## src/common/mcc_pkg.sv

```systemverilog
/*
 * mcc_pkg: constants and types for the maintenance console control block.
 * Assumes a single 125 MHz clock domain shared with the bus and sequencer.
 */
package mcc_pkg;
   // register byte offsets on the bus
   localparam logic [5:0] MCC_OFS_STATUS  = 6'h00;
   localparam logic [5:0] MCC_OFS_SWITCH  = 6'h04;
   localparam logic [5:0] MCC_OFS_DKEYS   = 6'h08;
   localparam logic [5:0] MCC_OFS_AKEYS   = 6'h0C;
   localparam logic [5:0] MCC_OFS_SDR     = 6'h10;
   localparam logic [5:0] MCC_OFS_IAR     = 6'h14;
   localparam logic [5:0] MCC_OFS_ERRCAP  = 6'h18;
   // switch register fields
   localparam int MCC_SW_RATE_LO  = 0;   // 2 bits rate
   localparam int MCC_SW_SEL_LO   = 2;   // 2 bits storage select
   localparam int MCC_SW_CMP_LO   = 4;   // 2 bits address compare
   localparam int MCC_SW_PINV     = 6;
   localparam int MCC_SW_REPEAT   = 7;
   localparam int MCC_SW_W        = 8;
   // status register fields
   localparam int MCC_ST_MANUAL   = 0;
   localparam int MCC_ST_RUN      = 1;
   localparam int MCC_ST_LAMP     = 2;
   localparam int MCC_ST_TEST     = 3;
   localparam int MCC_ST_SCLK     = 4;
   // widths
   localparam int MCC_NBTN        = 10;
   localparam int MCC_LAMP_W      = 36;
   localparam int MCC_IAR_W       = 27;
   localparam int MCC_ADR_W       = 24;
   localparam logic [31:0] MCC_BUMP_INIT = 32'h07000000;
   localparam logic [31:0] MCC_ZERO32    = 32'h00000000;
   localparam logic [31:0] MCC_UNMAPPED  = 32'h00000000;

   typedef enum logic [1:0] {
      MCC_RATE_PROC = 2'h0, MCC_RATE_ISTEP = 2'h1, MCC_RATE_SCYC = 2'h2
   } mcc_rate_t;
   typedef enum logic [1:0] {
      MCC_AREA_LOCAL = 2'h0, MCC_AREA_MAIN = 2'h1, MCC_AREA_PROT = 2'h2, MCC_AREA_BUMP = 2'h3
   } mcc_area_t;
   typedef enum logic [1:0] {
      MCC_CMP_PROC = 2'h0, MCC_CMP_STOP = 2'h1, MCC_CMP_SYNC = 2'h2
   } mcc_cmp_t;
   // pushbutton indices
   typedef enum int {
      MCC_B_START = 0, MCC_B_STOP = 1, MCC_B_SYSRST = 2, MCC_B_RESTART = 3,
      MCC_B_CHKRST = 4, MCC_B_SETADR = 5, MCC_B_STORE = 6, MCC_B_DISPLAY = 7,
      MCC_B_LOGOUT = 8, MCC_B_SPARE = 9
   } mcc_btn_t;
   typedef enum logic [4:0] {
      MCC_S_MANUAL = 5'h01, MCC_S_RUN = 5'h02, MCC_S_STOPPING = 5'h04,
      MCC_S_SCSTOP = 5'h08, MCC_S_RESET = 5'h10
   } mcc_state_t;
endpackage : mcc_pkg

```

## src/mcc_console.sv

```systemverilog
/*
 * mcc_console: operator/maintenance console control, lamps, keys and
 * pushbutton sequencing toward processor control, storage and channels.
 * Assumes the sequencer acknowledges instruction end, cycle end, wait and
 * load completion with one-cycle pulses on mclk; button and key pins are asynchronous.
 */
// The register offsets and the Avalon-MM register port are this design's own decisions.
// Contract
// - error lamp lit when any trigger set
// - storage data shown on 36 lamps with parity
// - data keys give bytes with good parity
// - parity invert switch flips parity, test light
// - selector routes accesses to four storage areas
// - instruction address shown on 27 lamps
// - address keys form 24-bit storage address
// - instruction step runs one instruction, timer held
// - single cycle steps one clock; switching stops
// - single cycle stop runs no clocks
// - start resumes; after reset uses address register
// - stop at instruction end, interrupts first, manual lamp
// - system reset stops, clears, zeroes address
// - bump reset: first word zero, others 07000000; code zeroes every fourth word of 256
// - restart: reset, load status word, then run
// - check reset clears error capture triggers
// - set address loads keys only in manual
// - store writes data keys only in manual
// - display reads area into proper register
// - log out accepted only in stop states
// - address compare stops, syncs, or idles
// - repeat instruction at key address, test light
`timescale 1ns/1ps
module mcc_console
   import mcc_pkg::*;
(
   // clock and reset
   input  wire logic                   mclk,
   input  wire logic                   nrst,
   // avalon-mm slave
   input  wire logic [5:0]             avs_address,
   input  wire logic                   avs_read,
   input  wire logic                   avs_write,
   input  wire logic [31:0]            avs_writedata,
   input  wire logic [3:0]             avs_byteenable,
   output logic      [31:0]            avs_readdata,
   output logic                        avs_waitrequest,
   // console pins
   input  wire logic [MCC_NBTN-1:0]    btn_pins,
   input  wire logic [31:0]            data_key_pins,
   input  wire logic [MCC_ADR_W-1:0]   addr_key_pins,
   // processor control handshakes
   input  wire logic                   insn_end,
   input  wire logic                   cycle_end,
   input  wire logic                   cpu_wait,
   input  wire logic                   intr_taken,
   input  wire logic                   load_done,
   input  wire logic                   hard_stop,
   input  wire logic                   cs_cmp_stop,
   input  wire logic [31:0]            err_set,
   input  wire logic                   iar_step,
   input  wire logic [MCC_ADR_W-1:0]   iar_next,
   input  wire logic                   rd_valid,
   input  wire logic [31:0]            rd_data,
   // processor control outputs
   output logic                        run_cpu,
   output logic                        clk_enable,
   output logic                        halt_loop,
   output logic                        timer_enable,
   output logic                        take_intr,
   output logic                        sys_reset,
   output logic                        load_psw,
   output logic                        logout_req,
   output logic                        scope_sync,
   output logic                        repeat_insn,
   // storage access
   output logic                        sto_wr,
   output logic                        sto_rd,
   output logic      [1:0]             sto_area,
   output logic      [MCC_ADR_W-1:0]   sto_addr,
   output logic      [MCC_LAMP_W-1:0]  sto_wdata,
   // lamps
   output logic                        error_lamp,
   output logic                        manual_lamp,
   output logic                        test_lamp,
   output logic      [MCC_LAMP_W-1:0]  sdr_lamps,
   output logic      [MCC_IAR_W-1:0]   iar_lamps,
   output logic      [31:0]            l_reg,
   output logic      [31:0]            f_reg
);

   // byte parity with optional inversion; odd parity means good
   function automatic logic [MCC_LAMP_W-1:0] pack_par(input logic [31:0] w, input logic inv);
      logic [MCC_LAMP_W-1:0] r;
      r = '0;
      for (int i = 0; i < 4; i++) begin
         r[35 - 9*i]           = ~(^w[31 - 8*i -: 8]) ^ inv;
         r[34 - 9*i -: 8]      = w[31 - 8*i -: 8];
      end
      return r;
   endfunction : pack_par

   // address register lamps: 24 bits with parity after each byte
   function automatic logic [MCC_IAR_W-1:0] iar_par(input logic [MCC_ADR_W-1:0] a);
      logic [MCC_IAR_W-1:0] r;
      r = '0;
      for (int i = 0; i < 3; i++) begin
         r[26 - 9*i]      = ~(^a[23 - 8*i -: 8]);
         r[25 - 9*i -: 8] = a[23 - 8*i -: 8];
      end
      return r;
   endfunction : iar_par

   // two-flop synchronisers for all asynchronous pins
   logic [MCC_NBTN-1:0]  btn_s1_r, btn_s2_r, btn_d_r;
   logic [31:0]          dk_s1_r, dk_r;
   logic [MCC_ADR_W-1:0] ak_s1_r, ak_r;
   always_ff @(posedge mclk) begin
      btn_s1_r <= btn_pins;
      btn_s2_r <= btn_s1_r;
      btn_d_r  <= btn_s2_r;
      dk_s1_r  <= data_key_pins;   // keys may move any time; only synced copy is used
      dk_r     <= dk_s1_r;
      ak_s1_r  <= addr_key_pins;
      ak_r     <= ak_s1_r;
   end

   // one press, one request, by rising-edge detection
   logic [MCC_NBTN-1:0] press;
   genvar g;
   generate
      for (g = 0; g < MCC_NBTN; g++) begin : g_edge
         assign press[g] = btn_s2_r[g] & ~btn_d_r[g];
      end
   endgenerate

   // software switch register
   logic [MCC_SW_W-1:0] sw_r;
   logic [31:0]         errcap_r;
   logic [MCC_ADR_W-1:0] iar_r;
   mcc_state_t          st_r;
   wire mcc_rate_t rate = mcc_rate_t'(sw_r[MCC_SW_RATE_LO +: 2]);
   wire mcc_cmp_t  cmp  = mcc_cmp_t'(sw_r[MCC_SW_CMP_LO +: 2]);
   wire logic      pinv = sw_r[MCC_SW_PINV];
   wire logic      is_manual = (st_r == MCC_S_MANUAL) || (st_r == MCC_S_SCSTOP);
   wire logic      iar_hit = (cmp == MCC_CMP_STOP) && (ak_r == iar_r);

   // avalon slave: one wait cycle then answer
   logic wait_r;
   always_ff @(posedge mclk) begin
      if (!nrst) begin
         wait_r <= 1'b1;
      end else if ((avs_read || avs_write) && wait_r) begin
         wait_r <= 1'b0;
      end else begin
         wait_r <= 1'b1;
      end
   end
   wire logic bus_wr = avs_write && !wait_r;
   wire logic bus_rd = avs_read && !wait_r;
   assign avs_waitrequest = wait_r;

   always_ff @(posedge mclk) begin
      if (!nrst) begin
         sw_r <= '0;
      end else if (bus_wr && avs_address == MCC_OFS_SWITCH && avs_byteenable[0]) begin
         sw_r <= avs_writedata[MCC_SW_W-1:0];
      end
   end

   // read data mux; outputs registered
   always_ff @(posedge mclk) begin
      if (!nrst) begin
         avs_readdata <= MCC_ZERO32;
      end else if (avs_read && wait_r) begin
         unique case (avs_address)
            MCC_OFS_STATUS: avs_readdata <= {27'h0, ~clk_enable, test_lamp, error_lamp,
                                             run_cpu, manual_lamp};
            MCC_OFS_SWITCH: avs_readdata <= {24'h0, sw_r};
            MCC_OFS_DKEYS:  avs_readdata <= dk_r;
            MCC_OFS_AKEYS:  avs_readdata <= {8'h0, ak_r};
            MCC_OFS_SDR:    avs_readdata <= sdr_lamps[31:0];
            MCC_OFS_IAR:    avs_readdata <= {8'h0, iar_r};
            MCC_OFS_ERRCAP: avs_readdata <= errcap_r;
            default:        avs_readdata <= MCC_UNMAPPED;
         endcase
      end
   end

   // error capture: set wins over check reset
   always_ff @(posedge mclk) begin
      if (!nrst) begin
         errcap_r <= '0;
      end else if (press[MCC_B_CHKRST] || sys_reset) begin
         errcap_r <= err_set;
      end else begin
         errcap_r <= errcap_r | err_set;
      end
   end

   // run state machine
   logic istep_r, restart_r;
   always_ff @(posedge mclk) begin
      if (!nrst) begin
         st_r      <= MCC_S_MANUAL;
         restart_r <= 1'b0;
      end else if (press[MCC_B_SYSRST] || press[MCC_B_RESTART]) begin
         st_r      <= MCC_S_RESET;
         restart_r <= press[MCC_B_RESTART];
      end else begin
         unique case (st_r)
            MCC_S_RESET: begin
               if (!restart_r) st_r <= (rate == MCC_RATE_SCYC) ? MCC_S_SCSTOP : MCC_S_MANUAL;
               else if (load_done) begin
                  st_r      <= MCC_S_RUN;
                  restart_r <= 1'b0;
               end
            end
            MCC_S_MANUAL: if (press[MCC_B_START]) st_r <= MCC_S_RUN;
            MCC_S_SCSTOP: if (press[MCC_B_START]) st_r <= MCC_S_RUN;
            MCC_S_RUN: begin
               if (rate == MCC_RATE_SCYC) st_r <= MCC_S_SCSTOP;
               else if (press[MCC_B_STOP] && cpu_wait) st_r <= MCC_S_MANUAL;
               else if (press[MCC_B_STOP] || istep_r || iar_hit)
                  st_r <= MCC_S_STOPPING;
            end
            MCC_S_STOPPING: if (insn_end || cpu_wait) st_r <= MCC_S_MANUAL;
            default: st_r <= MCC_S_MANUAL;
         endcase
      end
   end

   // instruction step is armed only by a start from a stop, so a mid-run rate move is ignored
   always_ff @(posedge mclk) begin
      if (!nrst) begin
         istep_r <= 1'b0;
      end else if (sys_reset) begin
         istep_r <= 1'b0;
      end else if (press[MCC_B_START] && is_manual) begin
         istep_r <= (rate == MCC_RATE_ISTEP);
      end
   end

   // single-cycle gate: a press in single cycle stop grants one clock step
   logic step_r;
   always_ff @(posedge mclk) begin
      if (!nrst) begin
         step_r <= 1'b0;
      end else if (st_r == MCC_S_SCSTOP && press[MCC_B_START]) begin
         step_r <= 1'b1;
      end else if (cycle_end) begin
         step_r <= 1'b0;
      end
   end

   // processor control outputs, all registered
   always_ff @(posedge mclk) begin
      if (!nrst) begin
         run_cpu      <= 1'b0;
         clk_enable   <= 1'b1;
         halt_loop    <= 1'b1;
         timer_enable <= 1'b0;
         take_intr    <= 1'b0;
         sys_reset    <= 1'b0;
         load_psw     <= 1'b0;
         manual_lamp  <= 1'b1;
      end else begin
         run_cpu      <= (st_r == MCC_S_RUN) || (st_r == MCC_S_STOPPING) || step_r;
         clk_enable   <= (st_r != MCC_S_SCSTOP) || step_r;
         halt_loop    <= (st_r == MCC_S_MANUAL) || (st_r == MCC_S_RESET);
         timer_enable <= (st_r == MCC_S_RUN) && (rate != MCC_RATE_ISTEP);
         take_intr    <= (st_r == MCC_S_STOPPING) && !intr_taken;
         sys_reset    <= press[MCC_B_SYSRST] || press[MCC_B_RESTART];
         load_psw     <= (st_r == MCC_S_RESET) && restart_r && !load_done;
         manual_lamp  <= is_manual;
      end
   end

   // instruction address register: reset zero, set from keys, track sequencer
   always_ff @(posedge mclk) begin
      if (!nrst) begin
         iar_r <= '0;
      end else if (sys_reset) begin
         iar_r <= '0;
      end else if (press[MCC_B_SETADR] && is_manual) begin
         iar_r <= ak_r;
      end else if (iar_step && !sw_r[MCC_SW_REPEAT]) begin
         iar_r <= iar_next;
      end
   end

   // storage access: store, display and bump initialisation after reset
   logic [MCC_ADR_W-1:0] bump_ix_r;
   logic                 bump_go_r;
   always_ff @(posedge mclk) begin
      if (!nrst) begin
         sto_wr    <= 1'b0;
         sto_rd    <= 1'b0;
         sto_area  <= MCC_AREA_LOCAL;
         sto_addr  <= '0;
         sto_wdata <= '0;
         bump_go_r <= 1'b0;
         bump_ix_r <= '0;
      end else if (sys_reset || bump_go_r) begin
         sto_wr    <= 1'b1;
         sto_rd    <= 1'b0;
         sto_area  <= MCC_AREA_BUMP;
         sto_addr  <= sys_reset ? '0 : bump_ix_r;
         // the reset cycle writes word zero itself, so the walk resumes at one
         sto_wdata <= pack_par((sys_reset || bump_ix_r[1:0] == 2'h0) ? MCC_ZERO32
                               : MCC_BUMP_INIT, 1'b0);
         bump_go_r <= sys_reset || !(&bump_ix_r[7:0]);
         bump_ix_r <= sys_reset ? 24'h000001 : bump_ix_r + 1'b1;
      end else begin
         sto_wr    <= press[MCC_B_STORE] && is_manual;
         sto_rd    <= press[MCC_B_DISPLAY] && is_manual;
         sto_area  <= sw_r[MCC_SW_SEL_LO +: 2];
         sto_addr  <= ak_r;
         sto_wdata <= pack_par(dk_r, pinv);
      end
   end

   // display results and lamps
   always_ff @(posedge mclk) begin
      if (!nrst) begin
         sdr_lamps  <= '0;
         l_reg      <= '0;
         f_reg      <= '0;
         iar_lamps  <= '0;
         error_lamp <= 1'b0;
         test_lamp  <= 1'b0;
      end else begin
         if (rd_valid) begin
            unique case (mcc_area_t'(sto_area))
               MCC_AREA_LOCAL: l_reg <= rd_data;
               MCC_AREA_PROT:  f_reg <= rd_data;
               default:        sdr_lamps <= pack_par(rd_data, 1'b0);
            endcase
         end
         iar_lamps  <= iar_par(iar_r);
         error_lamp <= |errcap_r;
         test_lamp  <= pinv || (rate != MCC_RATE_PROC) || (cmp != MCC_CMP_PROC)
                       || sw_r[MCC_SW_REPEAT];
      end
   end

   // log out, compare sync pulse and repeat
   always_ff @(posedge mclk) begin
      if (!nrst) begin
         logout_req  <= 1'b0;
         scope_sync  <= 1'b0;
         repeat_insn <= 1'b0;
      end else begin
         logout_req  <= press[MCC_B_LOGOUT] && (is_manual || hard_stop || cs_cmp_stop);
         scope_sync  <= (cmp == MCC_CMP_SYNC) && iar_step && (iar_next == ak_r);
         repeat_insn <= sw_r[MCC_SW_REPEAT];
      end
   end

   // checks
   property p_err_lamp;
      @(posedge mclk) disable iff (!nrst) (|errcap_r) |=> error_lamp;
   endproperty
   a_err_lamp: assert property (p_err_lamp) else $error("error lamp not lit");
   property p_chkrst;
      @(posedge mclk) disable iff (!nrst) (press[MCC_B_CHKRST] && err_set == '0) |=> errcap_r == '0;
   endproperty
   a_chkrst: assert property (p_chkrst) else $error("check reset failed");
   property p_setadr;
      @(posedge mclk) disable iff (!nrst)
         (press[MCC_B_SETADR] && !is_manual && !sys_reset && !iar_step) |=> $stable(iar_r);
   endproperty
   a_setadr: assert property (p_setadr) else $error("set address outside manual");
   property p_store;
      @(posedge mclk) disable iff (!nrst)
         (press[MCC_B_STORE] && !is_manual && !sys_reset && !bump_go_r) |=> !sto_wr;
   endproperty
   a_store: assert property (p_store) else $error("store outside manual");
   property p_reset_iar;
      @(posedge mclk) disable iff (!nrst) sys_reset |=> iar_r == '0;
   endproperty
   a_reset_iar: assert property (p_reset_iar) else $error("iar not zeroed");
   property p_sc_noclk;
      @(posedge mclk) disable iff (!nrst) (st_r == MCC_S_SCSTOP && !step_r) ##1
         (st_r == MCC_S_SCSTOP && !step_r) |-> !clk_enable;
   endproperty
   a_sc_noclk: assert property (p_sc_noclk) else $error("clocks in single cycle stop");
   property p_press_once;
      @(posedge mclk) disable iff (!nrst)
         (press[MCC_B_STORE] && is_manual && !sys_reset && !bump_go_r) |=> sto_wr ##1 !sto_wr;
   endproperty
   a_press_once: assert property (p_press_once) else $error("store press not single");
   property p_parity;
      @(posedge mclk) disable iff (!nrst) (!sys_reset && !bump_go_r) |=>
         (^sto_wdata[35:27]) == !$past(pinv);
   endproperty
   a_parity: assert property (p_parity) else $error("data key parity wrong");
   c_store:   cover property (@(posedge mclk) disable iff (!nrst) sto_wr && is_manual);
   c_restart: cover property (@(posedge mclk) disable iff (!nrst) restart_r && load_done);
   c_scstep:  cover property (@(posedge mclk) disable iff (!nrst) step_r);
endmodule : mcc_console

```

## config.mk

```make
export PLATFORM = sky130hd
export DESIGN_NAME = mcc_console
export DESIGN_NICKNAME = d
export VERILOG_FILES = /design/src/common/mcc_pkg.sv /design/src/mcc_console.sv
export SDC_FILE = /design/constraint.sdc
export NUM_CORES = 1
export LEC_CHECK = 0
export BUFFER_PORTS_ARGS = -buffer_cell sky130_fd_sc_hd__buf_4
export CAP_MARGIN = 5
export CORE_UTILIZATION = 30
export CTS_BUF_LIST = sky130_fd_sc_hd__clkbuf_8 sky130_fd_sc_hd__clkbuf_16
export CTS_CLUSTER_SIZE = 12
export DETAILED_ROUTE_END_ITERATION = 8
export PLACE_DENSITY = 0.47
export SLEW_MARGIN = 20
export SYNTH_ARGS = -nofsm -noshare
export SYNTH_HDL_FRONTEND = slang
export SYNTH_SLANG_ARGS = --single-unit
```

## constraint.sdc

```tcl
create_clock -name mclk -period 2.6 [get_ports mclk]
set_input_delay 0.26 -clock mclk [delete_from_list [all_inputs] [get_ports mclk]]
set_output_delay 0.26 -clock mclk [all_outputs]
set_load 0.05 [all_outputs]
```

==> results.toml, run 1 <==
[critical_path]
crit_fanout = 48
cp-end-kind = "flip-flop"
required_ns = 3.04
r2r_cells = 5
ff2ff_setup_slack_ns = 0.47
startpoint_type = "flip-flop"
r2r-end = "iar_r[16]"
critPathKind = "flip-flop to flip-flop"
crit_arrival_ns = 2.57
r2r_start = "st_r[0]"

[logic_synthesis]
yosys.area.top_type = "dfxtp_1"
yosys_warnings = 0
synth.distinct_cells = 56
synth_seq_cells = 473
ys_async_sr_fraction_pct = 0
synth_edf_count = 0
ys_seq_area_share_pct = 56.0
syn_inst = 1667
synth_top_area_share_pct = 56.0
synth_area_um2 = 16900
yosys-top-cells-area = "dfxtp_1 56%, nand2_1 5.7%, a21boi_0 5.4%"
ys.flop_type = "dfxtp_1"
syn-num-nets = 1878
synth.avg_cell_area_um2 = 10.1
synth_most_common_cell = "dfxtp_1"
netlist_top_cells_count = "473 x dfxtp_1, 257 x nand2_1, 122 x a21boi_0"

[cells_and_area]
multi_input_area_um2 = 7040
final_util_pct = 43.8
reg_top3 = "sdr_lamps x36, sto_wdata x36"
syn2layout_area_growth_pct = 43.5
fillers = 5300
nets = 2439
seq_area_um2 = 9470
drive_gt1_share_pct = 25.9

[clocking]
numCtsBuffers = 52
clk_path_buf_depth = 3
post-cts-setup-buffers = 0
cts.sinks = 473
root_buffer = "clkbuf_16"
clock_latency_ns = 0.60
cts.htree.levels = 2
cts-resized-gates = 0
hold_buffers = 147
cts.clk_slew.worst_paths_ns = 0.06
cts_tree = "yes"

[timing]
setup_viol = 0
rsz0062_at_grt = "no"
hold_viol_final = 0
worst_pin_slew_ns = 1.00
post-route-min-period_ns = 2.13
finalClockSkew_ns = 0.0202
drv_slew = 0
fin_setup_tns_ns = 0
finalCritPeriodShare_pct = 81.9
max_freq_ghz = 0.470
slew_headroom_pct = 33.0

[worst_hold_path]
hold_path_class = "primary input to flip-flop"
worstHoldStart = "iar_next[23]"
min_to = "iar_r[23]"
whs_path_depth = 3

[run]
drv_cap = 0

[placed_design]
gp_congestion = 0.818
dp_hpwl_um = 47300
io_buffers = 417

[floorplan]
core_um2 = 55400
rows = 86
initial_core_util_pct = 30.5
die_w_um = 239
ios = 446
fp.dieH_um = 239
dieArea_um2 = 57300

[power]
p_leak_nw = 9.94
p_per_area_nw_per_um2 = 749
vdd_drop_max_mv = 0.459

[route]
wl_um = 64000
drcViolationCount = 0
first_pass_iters = 5
via_per_inst = 4.66
drt-initial-drc-count = 812
wl_per_cell_um = 21.2
vias = 14057
ant_nets = 0

[grt]
grt_pass1_wl_um = 92300
grt_use_total_pct = 21.9
grt_max_degree = 153
grt_antenna_before_repair = 5
grt_pass1_vias = 14222
grt-ovfl-total = 0

[outcome]
outcome = "finished clean"
[stage by stage]
step / instances / power (mW) / setup WS [ns] / hold slack [ns] / cell area [µm²]
detailed placement: 2775 / 10.6 / 0.497 / 0.312 / 21000
CTS: 3014 / 18.4 / 0.491 / 0.0256 / 24300
floorplan: 1667 / 9.50 / 0.367 / 0.288 / 16900
global placement: 2775 / 10.5 / 0.535 / 0.311 / 21000
finish: 3015 / 18.2 / 0.472 / 0.0597 / 24300
global route: 3015 / 18.9 / 0.348 / 0.0613 / 24300
[logic make-up (layout without fill, tap and decap cells)]
family / after synthesis / count (layout) / share of synthesized area [%]
other: 0 / 1 / 0
adders and majority gates: 2 / 2 / 0.148
DFF: 473 / 473 / 56.0
muxes: 58 / 58 / 3.43
buffers and inverters: 110 / 709 / 2.64
and+or+nand+nor: 562 / 562 / 15.9
xor gates and xnor gates: 150 / 150 / 7.77
AOI/OAI and AO/OA: 312 / 312 / 14.1
[per-layer routing]
| layer | track usage [%] | vias to the layer above | part of all wire (%) |
|---|---|---|---|
| met5 | 0 | - | 0.059 |
| met4 | 7.40 | 8 | 2.7 |
| met3 | 5.35 | 104 | 7.1 |
| li1 | - | 6814 | - |
| met1 | 27.7 | 6682 | 43 |
| met2 | 36.4 | 449 | 47 |
[layout make-up]
class | instances | area share (%)
antenna | 1 | 0.0103
inverter | 6 | 0.0928
timing repair buffer | 611 | 20.7
clock buffer | 67 | 6.26
clock inverter | 25 | 1.05
tap | 748 | 3.86
sequential | 473 | 39.0
multi-input combinational | 1084 | 29.0
[worst max-delay path, cell delays in order (launching register included)]
cell and delay (ns):
dfxtp_1 0.45, xnor2_1 0.08, or4_1 0.44, or3b_4 0.69, nor2_1 0.22, a211oi_2 0.06
[worst max path at each step]
| stage | startpoint | slack, ns | depth (start not counted) | to |
|---|---|---|---|---|
| 2_1_floorplan | sys_reset | 0.37 | 8 | bump_ix_r[19] |
| 3_3_place_gp | avs_address[1] | 0.53 | 7 | avs_readdata[5] |
| 3_5_place_dp | avs_address[1] | 0.50 | 7 | avs_readdata[5] |
| 4_1_cts | st_r[0] | 0.49 | 5 | iar_r[16] |
| 5_1_grt | iar_r[4] | 0.35 | 6 | st_r[3] |
| 6_report | st_r[0] | 0.47 | 5 | iar_r[16] |
[cell usage in the layout (no fill, tap or decap), drive strengths merged, types with 3 or more instances in the layout]
cell type	n
dfxtp	473
buf	464
nand2	257
dlygate4sd3	147
a21boi	123
xnor2	90
nor2	86
clkbuf	67
xor2	60
mux2i	58
nor2b	53
and2	44
a21oi	41
a22oi	35
and3	33
a222oi	29
a211oi	25
nor4	22
a21o	16
inv	16
o21ai	15
nand3	11
nor3	10
nand4	10
clkinv	9
a31o	8
o21a	7
nand2b	6
nand3b	5
bufinv	5
nor3b	5
and3b	3
a311oi	3
nor4b	3
[power by group]
group | leakage [nW] | total (mW) | switching (mW) | internal [mW]
sequential | 3.91 | 7.95 | 0.313 | 7.63
combinational | 5.12 | 2.61 | 1.56 | 1.05
clock | 0.912 | 7.61 | 3.03 | 4.58
No activity file was read; power rests on OpenSTA's default activity.
==> run 2: changes to the inputs <==
--- a/config.mk
+++ b/config.mk
@@ -5,6 +5,7 @@
 export SDC_FILE = /design/constraint.sdc
 export NUM_CORES = 1
 export LEC_CHECK = 0
+export ABC_AREA = 1
 export BUFFER_PORTS_ARGS = -buffer_cell sky130_fd_sc_hd__buf_4
 export CAP_MARGIN = 5
 export CORE_UTILIZATION = 30
==> constraint.sdc (replaced) <==
create_clock -name mclk -period 2 [get_ports mclk]
set_input_delay 0.2 -clock mclk [delete_from_list [all_inputs] [get_ports mclk]]
set_output_delay 0.2 -clock mclk [all_outputs]
set_load 0.05 [all_outputs]
==> results.toml, run 2 <==
[outcome]
outcome = "finished clean"

[critical_path]
critPathKind = "flip-flop to flip-flop"
cpMaxStageDelayCell = "dfxtp_1"
startpoint_type = "flip-flop"
crit_end = "bump_ix_r[20]"
worstPathCellList = "ha_1 -> nand2_1 -> nor2_4 -> nand3_2 -> nor3_4 -> nand2_1 -> nor2_2 -> a21oi_1 -> o21a_1"
cp-end-kind = "flip-flop"
r2r_start = "bump_ix_r[0]"
crit_family = "simple AND/OR/NAND/NOR gates"
r2r-end = "bump_ix_r[20]"
ff2ff_setup_slack_ns = 0.20
cp_num_cells = 9
cp_common_cell = "nand2_1"
cp_slowest_stage_delay_ns = 0.36
crit_fanout = 5
crit_path_start = "bump_ix_r[0]"
r2r_cells = 9
crit_arrival_ns = 2.30
worst-path-buf-inv = 0
required_ns = 2.50

[run]
drv_cap = 0

[power]
intPower_mw = 17.0
p_per_area_nw_per_um2 = 976
power_switching_mw = 6.97
vdd_drop_max_mv = 0.624
p_clk_share_pct = 40.0
p_leak_nw = 11.0
sw_frac_of_total_pct = 29.1
seqPwrFrac_pct = 43.2
combPwrFrac_pct = 16.8

[clocking]
cts.sinks = 473
cts_tree = "yes"
post-cts-setup-buffers = 0
root_buffer = "clkbuf_16"
clock_latency_ns = 0.61
numCtsBuffers = 53
cts.clk_slew.worst_paths_ns = 0.07
cts.htree.levels = 2
clk_path_buf_depth = 3

[route]
first_pass_iters = 5
drcViolationCount = 0
ant_nets = 0
wl_um = 68200
wl_per_cell_um = 19.7
via_per_inst = 4.58
drt-initial-drc-count = 1188
vias = 15838

[logic_synthesis]
ys_async_sr_fraction_pct = 0
yosys_warnings = 0
synth.distinct_cells = 42
synth_area_um2 = 17000
syn_inst = 2063
synth_edf_count = 0
ys_seq_area_share_pct = 55.8
yosys.area.top_type = "dfxtp_1"
synth_seq_cells = 473
netlist_top_cells_count = "473 x dfxtp_1, 334 x nand2_1, 262 x inv_1"
syn-num-nets = 2274
yosys-top-cells-area = "dfxtp_1 56%, nand2_1 7.4%, o21ai_0 6.5%"
synth.avg_cell_area_um2 = 8.23
ys.flop_type = "dfxtp_1"
synth_most_common_cell = "dfxtp_1"
synth_top_area_share_pct = 55.8

[timing]
hold_viol_final = 0
worst_pin_slew_ns = 0.741
max_freq_ghz = 0.556
setup_viol = 0
post-route-min-period_ns = 1.80
finalClockSkew_ns = 0.0322
slew_headroom_pct = 50.2
fin_setup_tns_ns = 0
finalCritPeriodShare_pct = 90.0
drv_slew = 0
rsz0062_at_grt = "no"

[grt]
grt_pass1_wl_um = 99100
grt_pass1_vias = 15556
grt-ovfl-total = 0
grt_antenna_before_repair = 3
grt_max_degree = 105
grt_use_total_pct = 23.3

[floorplan]
dieArea_um2 = 57600
core_um2 = 55500
die_w_um = 240
initial_core_util_pct = 30.6
fp.dieH_um = 240
rows = 86
ios = 446

[worst_hold_path]
hold_path_class = "primary input to flip-flop"
worstHoldStart = "iar_next[4]"

[cells_and_area]
nets = 2877
reg_top3 = "sdr_lamps x36, sto_wdata x36"
final_common_cell = "buf_4"
drive_gt1_share_pct = 22.2
stdcell_count = 3458
final_cell_mix = "475 x buf_4, 473 x dfxtp_1, 332 x nand2_1, 274 x inv_1, 220 x o21ai_0"
syn2layout_area_growth_pct = 44.4

[placed_design]
dp_hpwl_um = 51700
gp_congestion = 0.897
io_buffers = 417
post-place-cells = 3202
run 2: metal layers:
metal / track usage, % / part of all wire (%) / up-vias
li1: - / - / 7844
met1: 29.9 / 43 / 7404
met2: 38.9 / 48 / 494
met3: 5.27 / 6.7 / 96
met4: 6.72 / 2.6 / 0
met5: 0 / 0 / -
run 2: worst register-to-register path: stages (launching register included):
cell and delay [ns]:
dfxtp_1 0.36, ha_1 0.18, nand2_1 0.13, nor2_4 0.20, nand3_2 0.18, nor3_4 0.22, nand2_1 0.12, nor2_2 0.12
a21oi_1 0.07, o21a_1 0.11
run 2: cell type report:
cell class                      count  area, µm²
Antenna cell                        2       5.00
Clock buffer                       66       1510
Clock inverter                     31        221
Fill cell                        5631      31000
Inverter                          268       1010
Multi-Input combinational cell   1233       6140
Sequential cell                   473       9470
Tap cell                          748        936
Timing Repair Buffer              637       5240
run 2: power groups by stage:
stage | logic [mW] | clock network [mW] | registers [mW]
final | 4.02 | 9.58 | 10.3
after global routing | 4.29 | 10.2 | 10.4
after CTS | 4.04 | 9.81 | 10.3
after detailed placement | 3.78 | 0 | 10.5
after global placement | 3.76 | 0 | 10.5
after floorplan | 1.25 | 0 | 11.5
run 2: cells by family after synthesis:
family,count (synthesis),share of synthesized area (%)
and+or+nand+nor,667,16.4
AOI/OAI and AO/OA,485,15.4
DFF,473,55.8
buffers and inverters,357,8.18
xor gates and xnor gates,79,4.07
adders and majority gates,2,0.147
run 2: how the worst min path moves through the flow:
stage	to	slack, ns	cells after the start
floorplan	ak_s1_r[0]	0.23	0
global placement	dk_s1_r[1]	0.31	1
detailed placement	btn_s1_r[6]	0.31	1
CTS	iar_r[8]	0.002	5
global route	iar_r[4]	0.04	5
finish	iar_r[4]	0.04	5
run 2: what timing repair did:
item / CTS / global route
hold buffers: 157 / 0
endpoints found under the setup margin: 0 / 1
endpoints found under the hold margin: 222 / 0
resized for setup: 0 / 1
run 2: through the flow:
| stage | hold WS, ns | cell area [µm²] | total power, mW | worst slack [ns] | utilization, % |
|---|---|---|---|---|---|
| after floorplan | 0.228 | 17000 | 12.7 | 0.270 | - |
| after CTS | 0.00192 | 24500 | 24.2 | 0.212 | 44.2 |
| after global routing | 0.0449 | 24500 | 24.9 | 0.0157 | 44.2 |
| final | 0.0354 | 24500 | 23.9 | 0.200 | 44.2 |
| after global placement | 0.306 | 21200 | 14.3 | 0.230 | 38.2 |
| after detailed placement | 0.306 | 21200 | 14.3 | 0.237 | 38.2 |
